[src/design/rsvp_map.vh]
// Register map, field layout and reset values of the PLL control block
`ifndef RSVP_MAP_VH
`define RSVP_MAP_VH
// ==========================================================
// Register addresses
`define RSVP_A_FBX     8'h03
`define RSVP_A_BYP     8'h0A
`define RSVP_A_LOOP    8'h10
`define RSVP_A_OUTOFS  8'h11
`define RSVP_A_AMPCP   8'h12
`define RSVP_A_PRIO    8'h14
`define RSVP_A_MODE    8'h15
`define RSVP_A_HOLD    8'h16
`define RSVP_A_CNTDIV  8'h17
`define RSVP_A_MODHI   8'h1C
`define RSVP_A_MODLO   8'h1F
// ==========================================================
// Writable bit masks, reserved bits stay zero
`define RSVP_M_FBX     8'h01
`define RSVP_M_BYP     8'h01
`define RSVP_M_LOOP    8'hDF
`define RSVP_M_OUTOFS  8'hFF
`define RSVP_M_AMPCP   8'h7F
`define RSVP_M_PRIO    8'hF0
`define RSVP_M_MODE    8'h3F
`define RSVP_M_HOLD    8'hFF
`define RSVP_M_CNTDIV  8'hC3
`define RSVP_M_MODHI   8'hF0
`define RSVP_M_MODLO   8'h0F
// ==========================================================
// Reset values
`define RSVP_R_LOOP    8'h58
`define RSVP_R_AMPCP   8'h18
`define RSVP_R_PRIO    8'hE0
`define RSVP_R_HOLD    8'h80
`define RSVP_R_CNTDIV  8'h82
`define RSVP_R_ZERO    8'h00
`define RSVP_R_CPV     5'h18
`define RSVP_R_CPF     5'h18
// ==========================================================
// Oscillator output commit
`define RSVP_UNLOCK    8'h4B
`define RSVP_ST_PWR    1'b1
`define RSVP_ST_FMT    1'b1
`define RSVP_ST_AMP    2'b11
// ==========================================================
// Selection modes
`define RSVP_MD_MAN    2'b00
`define RSVP_MD_HOLD   2'b10
`define RSVP_MD_AUTOH  2'b11
`define RSVP_SEL_IN1   2'b01
// ==========================================================
// Re-validation loads (periods), and pre-divider shift
`define RSVP_RV_00     9'h002
`define RSVP_RV_01     9'h010
`define RSVP_RV_10     9'h020
`define RSVP_RV_11     9'h040
`define RSVP_PDIV_SH   2
`define RSVP_PDIV_TOP  2'b11
`define RSVP_PRE_W     20
`endif

[src/design/rsvp_ctrl.v]
// Reference selection and first-stage oscillator PLL control logic
`timescale 1ns/1ns
// Overview of operation
// - Extension select adds second feedback divider
// - Bypass bit routes around oscillator PLL
// - Polarity bit inverts control loop sense
// - Force-centre resets set, holds mid-supply
// - First pump code, reset 11000
// - Second pump code, reset 11000
// - Offset applied only when enabled
// - Power bit reads 0, output starts on
// - Format bit committed, starts emitter-coupled
// - Amplitude code committed, starts at top
// - Output config live only under unlock pattern
// - Two-bit priorities, input 0 wins ties
// - Pre-divider divides validation by four
// - Revertive ignored in manual-type modes
// - Revert only to higher priority input
// - Mode code decodes four modes, reset 0
// - Auto modes pick by loss and priority
// - Manual modes use select field
// - Hold-off countdown then switch over
// - Hold-off ticks from divided timebase
// - Hold-off reloads after reaching zero
// - Re-validation counter clears loss flag
`include "rsvp_map.vh"
module rsvp_ctrl #(
  parameter LOS_TIMEOUT   = 64,
  parameter HOLD_DIV_BASE = 15
) (
  input  wire       clk_i,
  input  wire       arst_n_i,
  input  wire       ce_i,
  input  wire       wr_en_i,
  input  wire [7:0] addr_i,
  input  wire [7:0] wdata_i,
  input  wire [1:0] ref_i,
  output reg  [7:0] rdata_o,
  output reg        feedback_extend_sel_o,
  output reg        first_stage_bypass_o,
  output reg        osc_polarity_o,
  output reg        force_centre_o,
  output reg  [4:0] first_pump_code_o,
  output reg  [4:0] second_pump_code_o,
  output reg        offset_enable_o,
  output reg  [4:0] offset_code_o,
  output reg        osc_out_power_o,
  output reg        osc_out_format_o,
  output reg  [1:0] osc_out_amplitude_o,
  output reg        ref_sel_o,
  output reg        holdover_o,
  output reg  [1:0] loss_of_signal_o
);
  // ==========================================================
  // Reset release
  reg        rst_s1_q;
  reg        rst_n_q;
  // Two flops so release is clean against clk_i
  always @(posedge clk_i or negedge arst_n_i) begin
    if (!arst_n_i) begin
      rst_s1_q <= 1'b0;
      rst_n_q  <= 1'b0;
    end else begin
      rst_s1_q <= 1'b1;
      rst_n_q  <= rst_s1_q;
    end
  end

  // ==========================================================
  // Register file
  reg  [7:0] fbx_q;
  reg  [7:0] byp_q;
  reg  [7:0] loop_q;
  reg  [7:0] outofs_q;
  reg  [7:0] ampcp_q;
  reg  [7:0] prio_q;
  reg  [7:0] mode_q;
  reg  [7:0] hold_q;
  reg  [7:0] cntdiv_q;
  reg  [7:0] modhi_q;
  reg  [7:0] modlo_q;
  wire       sel_wr = wr_en_i && (addr_i == `RSVP_A_MODE);

  // Writes keep only defined bits
  always @(posedge clk_i or negedge rst_n_q) begin
    if (!rst_n_q) begin
      fbx_q    <= `RSVP_R_ZERO;
      byp_q    <= `RSVP_R_ZERO;
      loop_q   <= `RSVP_R_LOOP;
      outofs_q <= `RSVP_R_ZERO;
      ampcp_q  <= `RSVP_R_AMPCP;
      prio_q   <= `RSVP_R_PRIO;
      mode_q   <= `RSVP_R_ZERO;
      hold_q   <= `RSVP_R_HOLD;
      cntdiv_q <= `RSVP_R_CNTDIV;
      modhi_q  <= `RSVP_R_ZERO;
      modlo_q  <= `RSVP_R_ZERO;
    end else if (ce_i && wr_en_i) begin
      case (addr_i)
        `RSVP_A_FBX:    fbx_q    <= wdata_i & `RSVP_M_FBX;
        `RSVP_A_BYP:    byp_q    <= wdata_i & `RSVP_M_BYP;
        `RSVP_A_LOOP:   loop_q   <= wdata_i & `RSVP_M_LOOP;
        `RSVP_A_OUTOFS: outofs_q <= wdata_i & `RSVP_M_OUTOFS;
        `RSVP_A_AMPCP:  ampcp_q  <= wdata_i & `RSVP_M_AMPCP;
        `RSVP_A_PRIO:   prio_q   <= wdata_i & `RSVP_M_PRIO;
        `RSVP_A_MODE:   mode_q   <= wdata_i & `RSVP_M_MODE;
        `RSVP_A_HOLD:   hold_q   <= wdata_i & `RSVP_M_HOLD;
        `RSVP_A_CNTDIV: cntdiv_q <= wdata_i & `RSVP_M_CNTDIV;
        `RSVP_A_MODHI:  modhi_q  <= wdata_i & `RSVP_M_MODHI;
        `RSVP_A_MODLO:  modlo_q  <= wdata_i & `RSVP_M_MODLO;
        default: ;
      endcase
    end
  end

  // Read mux, unmapped addresses answer zero
  reg  [7:0] rd_d;
  always @* begin
    case (addr_i)
      `RSVP_A_FBX:    rd_d = fbx_q;
      `RSVP_A_BYP:    rd_d = byp_q;
      `RSVP_A_LOOP:   rd_d = loop_q;
      `RSVP_A_OUTOFS: rd_d = outofs_q;
      `RSVP_A_AMPCP:  rd_d = ampcp_q;
      `RSVP_A_PRIO:   rd_d = prio_q;
      `RSVP_A_MODE:   rd_d = mode_q;
      `RSVP_A_HOLD:   rd_d = hold_q;
      `RSVP_A_CNTDIV: rd_d = cntdiv_q;
      `RSVP_A_MODHI:  rd_d = modhi_q;
      `RSVP_A_MODLO:  rd_d = modlo_q;
      default:        rd_d = `RSVP_R_ZERO;
    endcase
  end

  // Field aliases
  wire [1:0] prio0   = prio_q[7:6];
  wire [1:0] prio1   = prio_q[5:4];
  wire       prediv  = mode_q[5];
  wire       revertive_switching    = mode_q[4];
  wire [1:0] mode    = mode_q[3:2];
  wire [1:0] selfld  = mode_q[1:0];
  wire [1:0] hdiv    = cntdiv_q[7:6];
  wire [1:0] rvset   = cntdiv_q[1:0];
  wire [7:0] mod_en  = modhi_q | modlo_q;
  wire       auto_md = mode[0];

  // ==========================================================
  // Loss of signal and re-validation, one slice per input
  localparam [6:0] LOS_TO = LOS_TIMEOUT - 1;
  reg  [8:0] rv_load;
  // Load count from setting, times four with pre-divider
  always @* begin
    case (rvset)
      2'b00:   rv_load = `RSVP_RV_00;
      2'b01:   rv_load = `RSVP_RV_01;
      2'b10:   rv_load = `RSVP_RV_10;
      default: rv_load = `RSVP_RV_11;
    endcase
    if (prediv) begin
      rv_load = rv_load << `RSVP_PDIV_SH;
    end
  end

  wire [1:0] los_q;
  wire [1:0] reval_ev;
  genvar gi;
  generate
    for (gi = 0; gi < 2; gi = gi + 1) begin : g_in
      reg        prev_q;
      reg        lost_q;
      reg        reval_q;
      reg  [6:0] miss_q;
      reg  [8:0] rv_q;
      reg  [1:0] pd_q;
      wire       edge_w = ref_i[gi] && !prev_q;
      wire       miss_w = (miss_q == LOS_TO);
      wire       valid_w = !prediv || (pd_q == `RSVP_PDIV_TOP);
      // One driver per slice flag, gathered into the shared vectors
      assign los_q[gi]    = lost_q;
      assign reval_ev[gi] = reval_q;
      // Inputs are sampled at clk_i, so only slow refs are seen
      always @(posedge clk_i or negedge rst_n_q) begin
        if (!rst_n_q) begin
          prev_q      <= 1'b0;
          miss_q      <= 7'd0;
          rv_q        <= `RSVP_RV_11;
          pd_q        <= 2'd0;
          lost_q      <= 1'b1;
          reval_q     <= 1'b0;
        end else if (ce_i) begin
          prev_q       <= ref_i[gi];
          reval_q      <= 1'b0;
          if (edge_w || miss_w) begin
            miss_q <= 7'd0;
          end else begin
            miss_q <= miss_q + 7'd1;
          end
          if (miss_w) begin
            lost_q    <= 1'b1;
            rv_q      <= rv_load;
            pd_q      <= 2'd0;
          end else if (edge_w && lost_q) begin
            pd_q <= pd_q + 2'd1;
            if (valid_w) begin
              if (rv_q <= 9'd1) begin
                lost_q       <= 1'b0;
                reval_q      <= 1'b1;
                rv_q         <= rv_load;
              end else begin
                rv_q <= rv_q - 9'd1;
              end
            end
          end else if (!lost_q) begin
            rv_q <= rv_load;
          end
        end
      end
    end
  endgenerate

  // ==========================================================
  // Hold-off tick prescaler from the oscillator timebase
  reg  [`RSVP_PRE_W-1:0] pre_q;
  localparam [4:0]       HDB      = HOLD_DIV_BASE;
  wire [`RSVP_PRE_W-1:0] pre_one  = {{(`RSVP_PRE_W-1){1'b0}}, 1'b1};
  wire [4:0]             pre_sh   = HDB + {3'b000, hdiv};
  wire [`RSVP_PRE_W-1:0] pre_mask = (pre_one << pre_sh) - pre_one;
  wire                   tick     = ((pre_q & pre_mask) == pre_mask);
  always @(posedge clk_i or negedge rst_n_q) begin
    if (!rst_n_q) begin
      pre_q <= {`RSVP_PRE_W{1'b0}};
    end else if (ce_i) begin
      pre_q <= pre_q + pre_one;
    end
  end

  // ==========================================================
  // Reference selection
  localparam [1:0] ST_RUN  = 2'b01;
  localparam [1:0] ST_WAIT = 2'b10;
  reg  [1:0] st_q;
  reg  [7:0] hcnt_q;
  reg        cur_q;
  reg        seed_q;
  wire       field_in = (selfld == `RSVP_SEL_IN1);
  wire       cur_los  = cur_q ? los_q[1] : los_q[0];
  wire       oth_los  = cur_q ? los_q[0] : los_q[1];
  wire [1:0] cur_pr   = cur_q ? prio1 : prio0;
  wire [1:0] oth_pr   = cur_q ? prio0 : prio1;
  // Ties favour input 0
  wire       best     = los_q[0] ? 1'b1 : (prio1 > prio0) && !los_q[1];
  wire       oth_rev  = cur_q ? reval_ev[0] : reval_ev[1];
  // Revertive only matters in the automatic modes
  wire       revert   = auto_md && revertive_switching && oth_rev &&
                        (oth_pr > cur_pr);
  wire       hmode    = (mode == `RSVP_MD_HOLD);

  always @(posedge clk_i or negedge rst_n_q) begin
    if (!rst_n_q) begin
      st_q   <= ST_RUN;
      hcnt_q <= `RSVP_R_HOLD;
      cur_q  <= 1'b0;
      seed_q <= 1'b0;
    end else if (ce_i) begin
      seed_q <= sel_wr;
      if (mode == `RSVP_MD_MAN) begin
        cur_q <= field_in;
        st_q  <= ST_RUN;
      end else if (auto_md) begin
        st_q <= ST_RUN;
        if (cur_los && !oth_los) begin
          cur_q <= best;
        end else if (revert) begin
          cur_q <= !cur_q;
        end
      end else if (hmode) begin
        // Short-term holdover: field seeds, failover overrides.
        // Seeding waits a cycle so a write that enters this mode counts.
        if (seed_q) begin
          cur_q <= field_in;
        end
        case (st_q)
          ST_RUN: begin
            hcnt_q <= hold_q;
            if (cur_los) begin
              st_q <= ST_WAIT;
            end
          end
          ST_WAIT: begin
            if (!cur_los) begin
              st_q <= ST_RUN;
            end else if (tick) begin
              if (hcnt_q <= 8'd1) begin
                cur_q  <= !cur_q;
                hcnt_q <= hold_q;
                st_q   <= ST_RUN;
              end else begin
                hcnt_q <= hcnt_q - 8'd1;
              end
            end
          end
          default: st_q <= ST_RUN;
        endcase
      end
    end
  end

  // ==========================================================
  // Registered outputs
  wire       unlock = (mod_en == `RSVP_UNLOCK);
  wire       hold_auto = (mode == `RSVP_MD_AUTOH);
  always @(posedge clk_i or negedge rst_n_q) begin
    if (!rst_n_q) begin
      rdata_o               <= `RSVP_R_ZERO;
      feedback_extend_sel_o <= 1'b0;
      first_stage_bypass_o  <= 1'b0;
      osc_polarity_o        <= 1'b0;
      force_centre_o        <= 1'b1;
      first_pump_code_o     <= `RSVP_R_CPV;
      second_pump_code_o    <= `RSVP_R_CPF;
      offset_enable_o       <= 1'b0;
      offset_code_o         <= 5'd0;
      osc_out_power_o       <= `RSVP_ST_PWR;
      osc_out_format_o      <= `RSVP_ST_FMT;
      osc_out_amplitude_o   <= `RSVP_ST_AMP;
      ref_sel_o             <= 1'b0;
      holdover_o            <= 1'b0;
      loss_of_signal_o      <= 2'b11;
    end else if (ce_i) begin
      rdata_o               <= rd_d;
      feedback_extend_sel_o <= fbx_q[0];
      first_stage_bypass_o  <= byp_q[0];
      osc_polarity_o        <= loop_q[7];
      force_centre_o        <= loop_q[6];
      first_pump_code_o     <= loop_q[4:0];
      second_pump_code_o    <= ampcp_q[4:0];
      offset_enable_o       <= outofs_q[5];
      offset_code_o         <= outofs_q[5] ? outofs_q[4:0] : 5'd0;
      // Anything but the pattern falls back to startup settings
      if (unlock) begin
        osc_out_power_o     <= outofs_q[7];
        osc_out_format_o    <= outofs_q[6];
        osc_out_amplitude_o <= ampcp_q[6:5];
      end else begin
        osc_out_power_o     <= `RSVP_ST_PWR;
        osc_out_format_o    <= `RSVP_ST_FMT;
        osc_out_amplitude_o <= `RSVP_ST_AMP;
      end
      ref_sel_o             <= cur_q;
      holdover_o            <= hold_auto && los_q[0] && los_q[1];
      loss_of_signal_o      <= los_q;
    end
  end
endmodule // rsvp_ctrl

[config.mk]
export PLATFORM = sky130hd
export DESIGN_NAME = rsvp_ctrl
export DESIGN_NICKNAME = d
export VERILOG_FILES = /design/src/design/rsvp_ctrl.v
export VERILOG_INCLUDE_DIRS = /design/src /design/src/design
export SDC_FILE = /design/constraint.sdc
export NUM_CORES = 1
export LEC_CHECK = 0
export BUFFER_PORTS_ARGS = -buffer_cell sky130_fd_sc_hd__buf_4
export CAP_MARGIN = 15
export CELL_PAD_IN_SITES_DETAIL_PLACEMENT = 2
export CELL_PAD_IN_SITES_GLOBAL_PLACEMENT = 2
export CORE_MARGIN = 1
export CORE_UTILIZATION = 40
export CTS_CLUSTER_DIAMETER = 50
export DETAILED_ROUTE_END_ITERATION = 12
export PLACE_DENSITY = 0.88
export SETUP_SLACK_MARGIN = 0.4
export SLEW_MARGIN = 40
export SYNTH_ARGS = -nofsm -noshare
export SYNTH_HDL_FRONTEND = slang
export SYNTH_SLANG_ARGS = --single-unit
[constraint.sdc]
create_clock -name clk_i -period 5.45 [get_ports clk_i]
set_input_delay 1.635 -clock clk_i [delete_from_list [all_inputs] [get_ports clk_i]]
set_output_delay 1.635 -clock clk_i [all_outputs]
set_load 0.05 [all_outputs]
==> results.md, run 1 <==
* Setup TNS at 0 ns
* ANT nets after route at 0
* Finish-stage setup viols at 0
* Worst-path clk slew at 0.08 ns
* Final worst-path cycle share at 63.2%
* Worst setup margin at 2.01 ns
* IO Count at 58
* Area growth syn-to-layout at 16.5%
* Syn_nets at 795
* Longest Clk Path Bufs at 2
* Largest net degree at the start of global routing at 70
* Distinct cells, synth at 67
* Max Fclk at 290 MHz
* Most common cell after layout, fill and taps aside: dfrtp_1
* Async SR Flop Fraction at 100%
* Grt ovf at 0
* Die width at 144 um
* Unrepaired setup endpoints after global routing: false
* Number of synthesized flops with an enable pin at 0
* Worst-skew pair later-pin latency at 0.45 ns
* Peak VDD IR at 0.223 mV
* Post-synthesis register bit count at 164
* Ant diodes at 0
* P_leak at 0.00414 uW
* Vias at 6408
* Die Span Y at 144 um
* PostCTS Resize Cnt at 0
* Cell Chain, Critical Path: buf_4 > inv_1 > buf_4 > nor3_1 > nor2b_1 > a31o_2 > o21ai_0 > a22oi_1
* Critical Path Most Common Cell: buf_4
* Syn avg cell area at 10.7 sq um
* CP max FO at 36
* Design area at 9460 sq um
* CTS H-tree lvls at 4
* Worst Tran Pin Value at 0.769 ns
* Most frequent cells in the layout: 135 x dfrtp_1, 73 x mux2_2, 60 x o21ai_0, 60 x buf_4, 51 x nor2_1
* DR WL/cell at 24.6 um
* R2R Setup Slk at 2.84 ns
* Post-synthesis cell count at 762
* CP endpoint kind: flip-flop
* Hold WS at 0.293 ns
* DP Area at 8790 sq um
* Cts bufs inserted at 17
* NumNets Final at 843
* Layout cells sized above 1 at 26.6%
* CP max stage cell: nor3_1
* DRC errors left at 0
* TritonRoute pass-1 iters at 5
* Required @ worst endpoint at 5.80 ns
* Min-delay worst type: flip-flop to asynchronous set/reset pin
* Core Rows at 51
* PD cells at 320 nW/um^2
* Slew HR at 48.6%
* Worst Setup Path Type: input pin to flip-flop
* CTS tree: yes
* Final hold violation count at 0
* Drt initial violations at 283
* Final core occ at 48.1%
* IO buf count at 57
* Gpl congestion at 0.839
* Initial core utilization at 41.3%
* Mapped cell area at 8120 sq um
* Core area at 19700 sq um
* Pins Over Slew Limit at 0
* DP Worst Slack at 1.61 ns
* Initial antenna violation count at 0
* All-Layer GR Usage at 27.8%
* Hold_buf cts at 0
* Synth Flop Type: dfrtp_1
* CTS Sinks at 164
* Status: finished clean
* CP arrival at 3.80 ns
* Hpwl dp at 17200 um
* Die footprint at 20900 sq um
* CP Launch Type: input pin
* Worst Skew at 0.0114 ns
* Vias per cell at 5.89
* Ys Warns at 0
* Cell family with most CP delay: compound AO/OA/AOI/OAI gates
* Max Cap Viol at 0
* First-pass GRT wire length at 42800 um
* CTS Root Cell: clkbuf_16
* Critical Path Max Stage Delay at 0.38 ns
* Worst path buffer plus inverter count at 3
* Register area share after synthesis at 51.0%
* Fillcell total at 2027
* Number of global-route vias before repair at 7441
* Minimum clock period at 3.44 ns
* Post-CTS Setup Bufs at 0
* Final wirelength at 26700 um
-- worst register-to-register path, delay by kind of cell, from the launching register on --
family / cells / cell delay (ns)
fa+ha+maj: 1 / 0.22
simple gates: 2 / 0.83
compound gates: 4 / 1.01
flops: 1 / 0.40
-- area by class of cell --
cell class	count	area [sq um]	share of cell area, %
clock buffers	17	425	4.50
clock inverters	15	215	2.28
multi-input cells	536	3750	39.7
well taps	265	332	3.51
repair buffers	62	482	5.09
inverters	29	109	1.15
flip-flops and latches	164	4140	43.8
-- power breakdown --
part	internal [uW]	total, uW	switching [uW]
Combinational	128	329	201
Clock	671	1290	622
Sequential	1300	1410	107
-- metrics by stage --
stage	total power, uW	instances
global route	3140	1088
detailed placement	1750	1055
finish	3030	1088
CTS	3060	1087
floorplan	1610	762
global placement	1700	1055
-- synth_stat cells (13+ instances only) --
cell,n,area [sq um]
dfrtp_1,136,3400
mux2_2,73,822
o21ai_0,60,300
nor2_1,52,195
nand2_1,48,180
a21oi_1,46,230
inv_1,29,109
dfstp_2,28,736
nand3_1,27,135
nor3_1,26,130
mux2i_1,18,180
clkbuf_1,16,60.1
o2bb2ai_1,13,114
xnor2_1,13,114
-- worst paths after layout --
kind,from,end,cells past startpoint
min,rst_n_q$_DFF_PN0_,loop_q[7]$_DFFE_PN0P_,0
max in group asynchronous,rst_n_q$_DFF_PN0_,g_in[0].pd_q[0]$_DFFE_PN0P_,1
max,ce_i,hcnt_q[0]$_DFFE_PN0P_,8
max reg2reg,g_in[1].miss_q[0]$_DFFE_PN0P_,g_in[1].rv_q[4]$_DFFE_PN0P_,7
min in group clk_i,rst_s1_q$_DFF_PN0_,rst_n_q$_DFF_PN0_,0
min reg2reg,rst_n_q$_DFF_PN0_,loop_q[7]$_DFFE_PN0P_,0
-- cells by family after synthesis --
family | after synthesis | synth area share (%)
and+or+nand+nor | 229 | 15.2
AOI/OAI and AO/OA | 184 | 14.5
buffers and inverters | 62 | 3.10
DFF | 164 | 51.0
other | 1 | 0.0462
adders and majority gates | 13 | 1.94
xor gates and xnor gates | 18 | 1.94
muxes | 91 | 12.3
-- registers in the layout (all words and copies together) (netlist names), 4 cells and up --
signal              count
mode_q                  6
g_in.pd_q               4
outofs_q                8
loop_q                  7
modlo_q                 4
ampcp_q                 7
rdata_o                 8
cntdiv_q                4
pre_q                  18
hcnt_q                  8
prio_q                  4
modhi_q                 4
g_in.miss_q            14
first_pump_code_o       5
g_in.rv_q              18
offset_code_o           5
second_pump_code_o      5
hold_q                  8
-- per-layer routing --
| layer | global-route usage [%] | part of all wire, % | up-vias |
|---|---|---|---|
| met2 | 49.1 | 52 | 164 |
| met5 | 0 | 0 | - |
| met4 | 13.2 | 3.6 | 0 |
| li1 | - | - | 2860 |
| met3 | 5.56 | 4.0 | 66 |
| met1 | 32.1 | 40 | 3318 |
No activity file was read; power rests on OpenSTA's default activity.
==> run 2: changes to the inputs <==
- clock period: 5.45 -> 3.43 ns (I/O delays scaled with it)
==> run 2 against run 1 <==
  * Highest routed layer unchanged
  * Worst hold slack got worse by 0.014 ns
  * Largest power group unchanged
  * Combinational power rose by 61%
  * Core utilization rose by 0.20 points
  * Clock skew rose by 0.0044 ns
  * Design area rose by 0.41%
  * Critical path depth fell by 1
  * Cell count rose by 0.64%
  * Sequential power rose by 58%
  * Flip-flop and latch count did not move
  * Clock-buffer cell count rose by 1
  * Critical endpoint is now outofs_q[4]$_DFFE_PN0P_
  * Clock power rose by 62%
==> results.md, run 2 (same netlist as run 1, synthesis figures left out) <==
* FF+latch area at 4140 sq um (unchanged)
* Met2 Use GR at 52.3% (+3.2 points)
* Finish-stage setup viols at 0 (unchanged)
* Final core occ at 48.3% (+0.20 points)
* Most common cell after layout, fill and taps aside: dfrtp_1
* Initial antenna violation count at 0 (unchanged)
* CP arrival at 2.91 ns (-0.89 ns)
* Worst Tran Pin Value at 0.759 ns (-0.0100 ns)
* PostCTS Resize Cnt at 0 (unchanged)
* Worst Setup Path Type: input pin to flip-flop
* Fillcell total at 2029 (+0.099%)
* Final wirelength at 27600 um (+3.3%)
* Hold_buf cts at 0 (unchanged)
* Die footprint at 20900 sq um (unchanged)
* Status: finished clean
* Min-delay worst type: flip-flop to asynchronous set/reset pin
* Number of global-route vias before repair at 7579 (+1.9%)
* Initial core utilization at 41.3% (unchanged)
* Grt met1 use at 31.9% (-0.20 points)
* Multi-input gate area at 3730 sq um (-0.57%)
* DP Cell Count at 1063 (+0.76%)
* Final worst-path cycle share at 75.9%
* Hpwl dp at 18100 um (+5.5%)
* Vias per cell at 5.93 (+0.73%)
* First-pass GRT wire length at 44000 um (+2.6%)
* Worst Skew at 0.0157 ns (+0.00436 ns)
* Layout cells sized above 1 at 26.7% (+0.14 points)
* Most frequent cells in the layout: 135 x dfrtp_1, 73 x mux2_2, 66 x buf_4, 60 x o21ai_0, 52 x nor2_1
* Gpl congestion at 0.897 (+6.8%)
* Die Span Y at 144 um (unchanged)
* Max Fclk at 384 MHz
* CP max FO at 10 (-72%)
* Grt ovf at 0 (unchanged)
* Worst-path clk slew at 0.08 ns (about the same)
* Cts bufs inserted at 17 (unchanged)
* Post-CTS Setup Bufs at 0 (unchanged)
* Required @ worst endpoint at 3.74 ns (-2.06 ns)
* Max Cap Viol at 0 (unchanged)
* Minimum clock period at 2.60 ns
* Area growth syn-to-layout at 17.0%
* ANT nets after route at 0 (unchanged)
* Design area at 9500 sq um (+0.41%)
* All-Layer GR Usage at 28.6% (+0.78 points)
* Core Rows at 51 (unchanged)
* PD cells at 510 nW/um^2 (+59%)
* IO Count at 58 (unchanged)
* IO buf count at 57 (unchanged)
* CTS tree: yes
* Die width at 144 um (unchanged)
* Top flop regs: g_in.rv_q: 18 flops, pre_q: 18 flops, g_in.miss_q: 14 flops
* DRC errors left at 0 (unchanged)
* CTS Sinks at 164 (unchanged)
* Unrepaired setup endpoints after global routing: false
* Pins Over Slew Limit at 0 (unchanged)
* CP endpoint kind: flip-flop
* P_leak at 0.00417 uW (+0.87%)
* Slew HR at 49.4% (+0.83 points)
* Vias at 6496 (+1.4%)
* Largest net degree at the start of global routing at 54 (-23%)
* Ant diodes at 0 (unchanged)
* NumNets Final at 850 (+0.83%)
* Longest Clk Path Bufs at 2 (unchanged)
* Core area at 19700 sq um (unchanged)
* TritonRoute pass-1 iters at 4 (-1)
* Setup TNS at 0 ns (unchanged)
* CP Launch Type: input pin
* DP Area at 8870 sq um (+0.91%)
* CTS Root Cell: clkbuf_16
* DR WL/cell at 25.2 um (+2.6%)
* CTS H-tree lvls at 4 (unchanged)
* Busiest grt layer: met2
* Drt initial violations at 317 (+12%)
* Final cell count without fillers at 1095 (+0.64%)
* Worst-skew pair later-pin latency at 0.45 ns (about the same)
* Peak VDD IR at 0.313 mV (+40%)
* Met3 Usage GRT at 4.80% (-0.76 points)
* Hold WS at 0.280 ns (-0.0137 ns)
* Final hold violation count at 0 (unchanged)
==> run 2: changes by cell type in the layout (fill, tap and decap cells not counted), sizes merged <==
cell,delta
inv,+3
clkinv,-5
buf,+7
clkbuf,+1
bufinv,+1
==> run 2: power breakdown <==
part           internal [uW]  total (uW)  switching, uW  leakage, uW
clock network           1140        2090            951     0.000301
registers               2070        2230            164      0.00209
logic                    209         529            320      0.00178
==> run 2: stage by stage <==
| step | total power (uW) | worst slack (ns) |
|---|---|---|
| after floorplan | 2560 | 0.743 |
| after global placement | 2710 | 0.533 |
| after detailed placement | 2780 | 0.463 |
| after CTS | 4870 | 0.853 |
| after global routing | 5000 | 0.712 |
| final | 4850 | 0.827 |
==> run 2: path summary, 6_finish.rpt <==
| kind | start | endpoint | slack [ns] | cells past startpoint |
|---|---|---|---|---|
| max | addr_i[5] | outofs_q[4]$_DFFE_PN0P_ | 0.83 | 7 |
| min | rst_n_q$_DFF_PN0_ | g_in[0].miss_q[5]$_DFFE_PN0P_ | 0.28 | 0 |
| max reg2reg | pre_q[0]$_DFFE_PN0P_ | hcnt_q[0]$_DFFE_PN0P_ | 0.89 | 6 |
| min reg2reg | rst_n_q$_DFF_PN0_ | g_in[0].miss_q[5]$_DFFE_PN0P_ | 0.28 | 0 |
| max in group asynchronous | rst_n_q$_DFF_PN0_ | prio_q[7]$_DFFE_PN1P_ | 2.47 | 1 |
| min in group clk_i | rst_s1_q$_DFF_PN0_ | rst_n_q$_DFF_PN0_ | 0.36 | 0 |
==> run 2: layer usage <==
layer | routed length, um | share of wire, %
met5 | 0 | 0
met4 | 1040 | 3.8
met3 | 911 | 3.3
met2 | 14800 | 54
met1 | 10900 | 39
==> run 2: layout make-up <==
cell class | count | share of cell area (%)
sequential | 164 | 43.6
multi-input combinational | 536 | 39.3
timing repair buffer | 69 | 5.85
clock buffer | 18 | 4.62
tap | 265 | 3.49
clock inverter | 14 | 1.98
inverter | 29 | 1.15
==> run 2: critical path, cell delays in order <==
cell and delay [ns]:
buf_4 0.12, nor3_4 0.33, nand2_1 0.09, or3_1 0.53, nor2_4 0.23, nand2_2 0.20
mux2_2 0.39
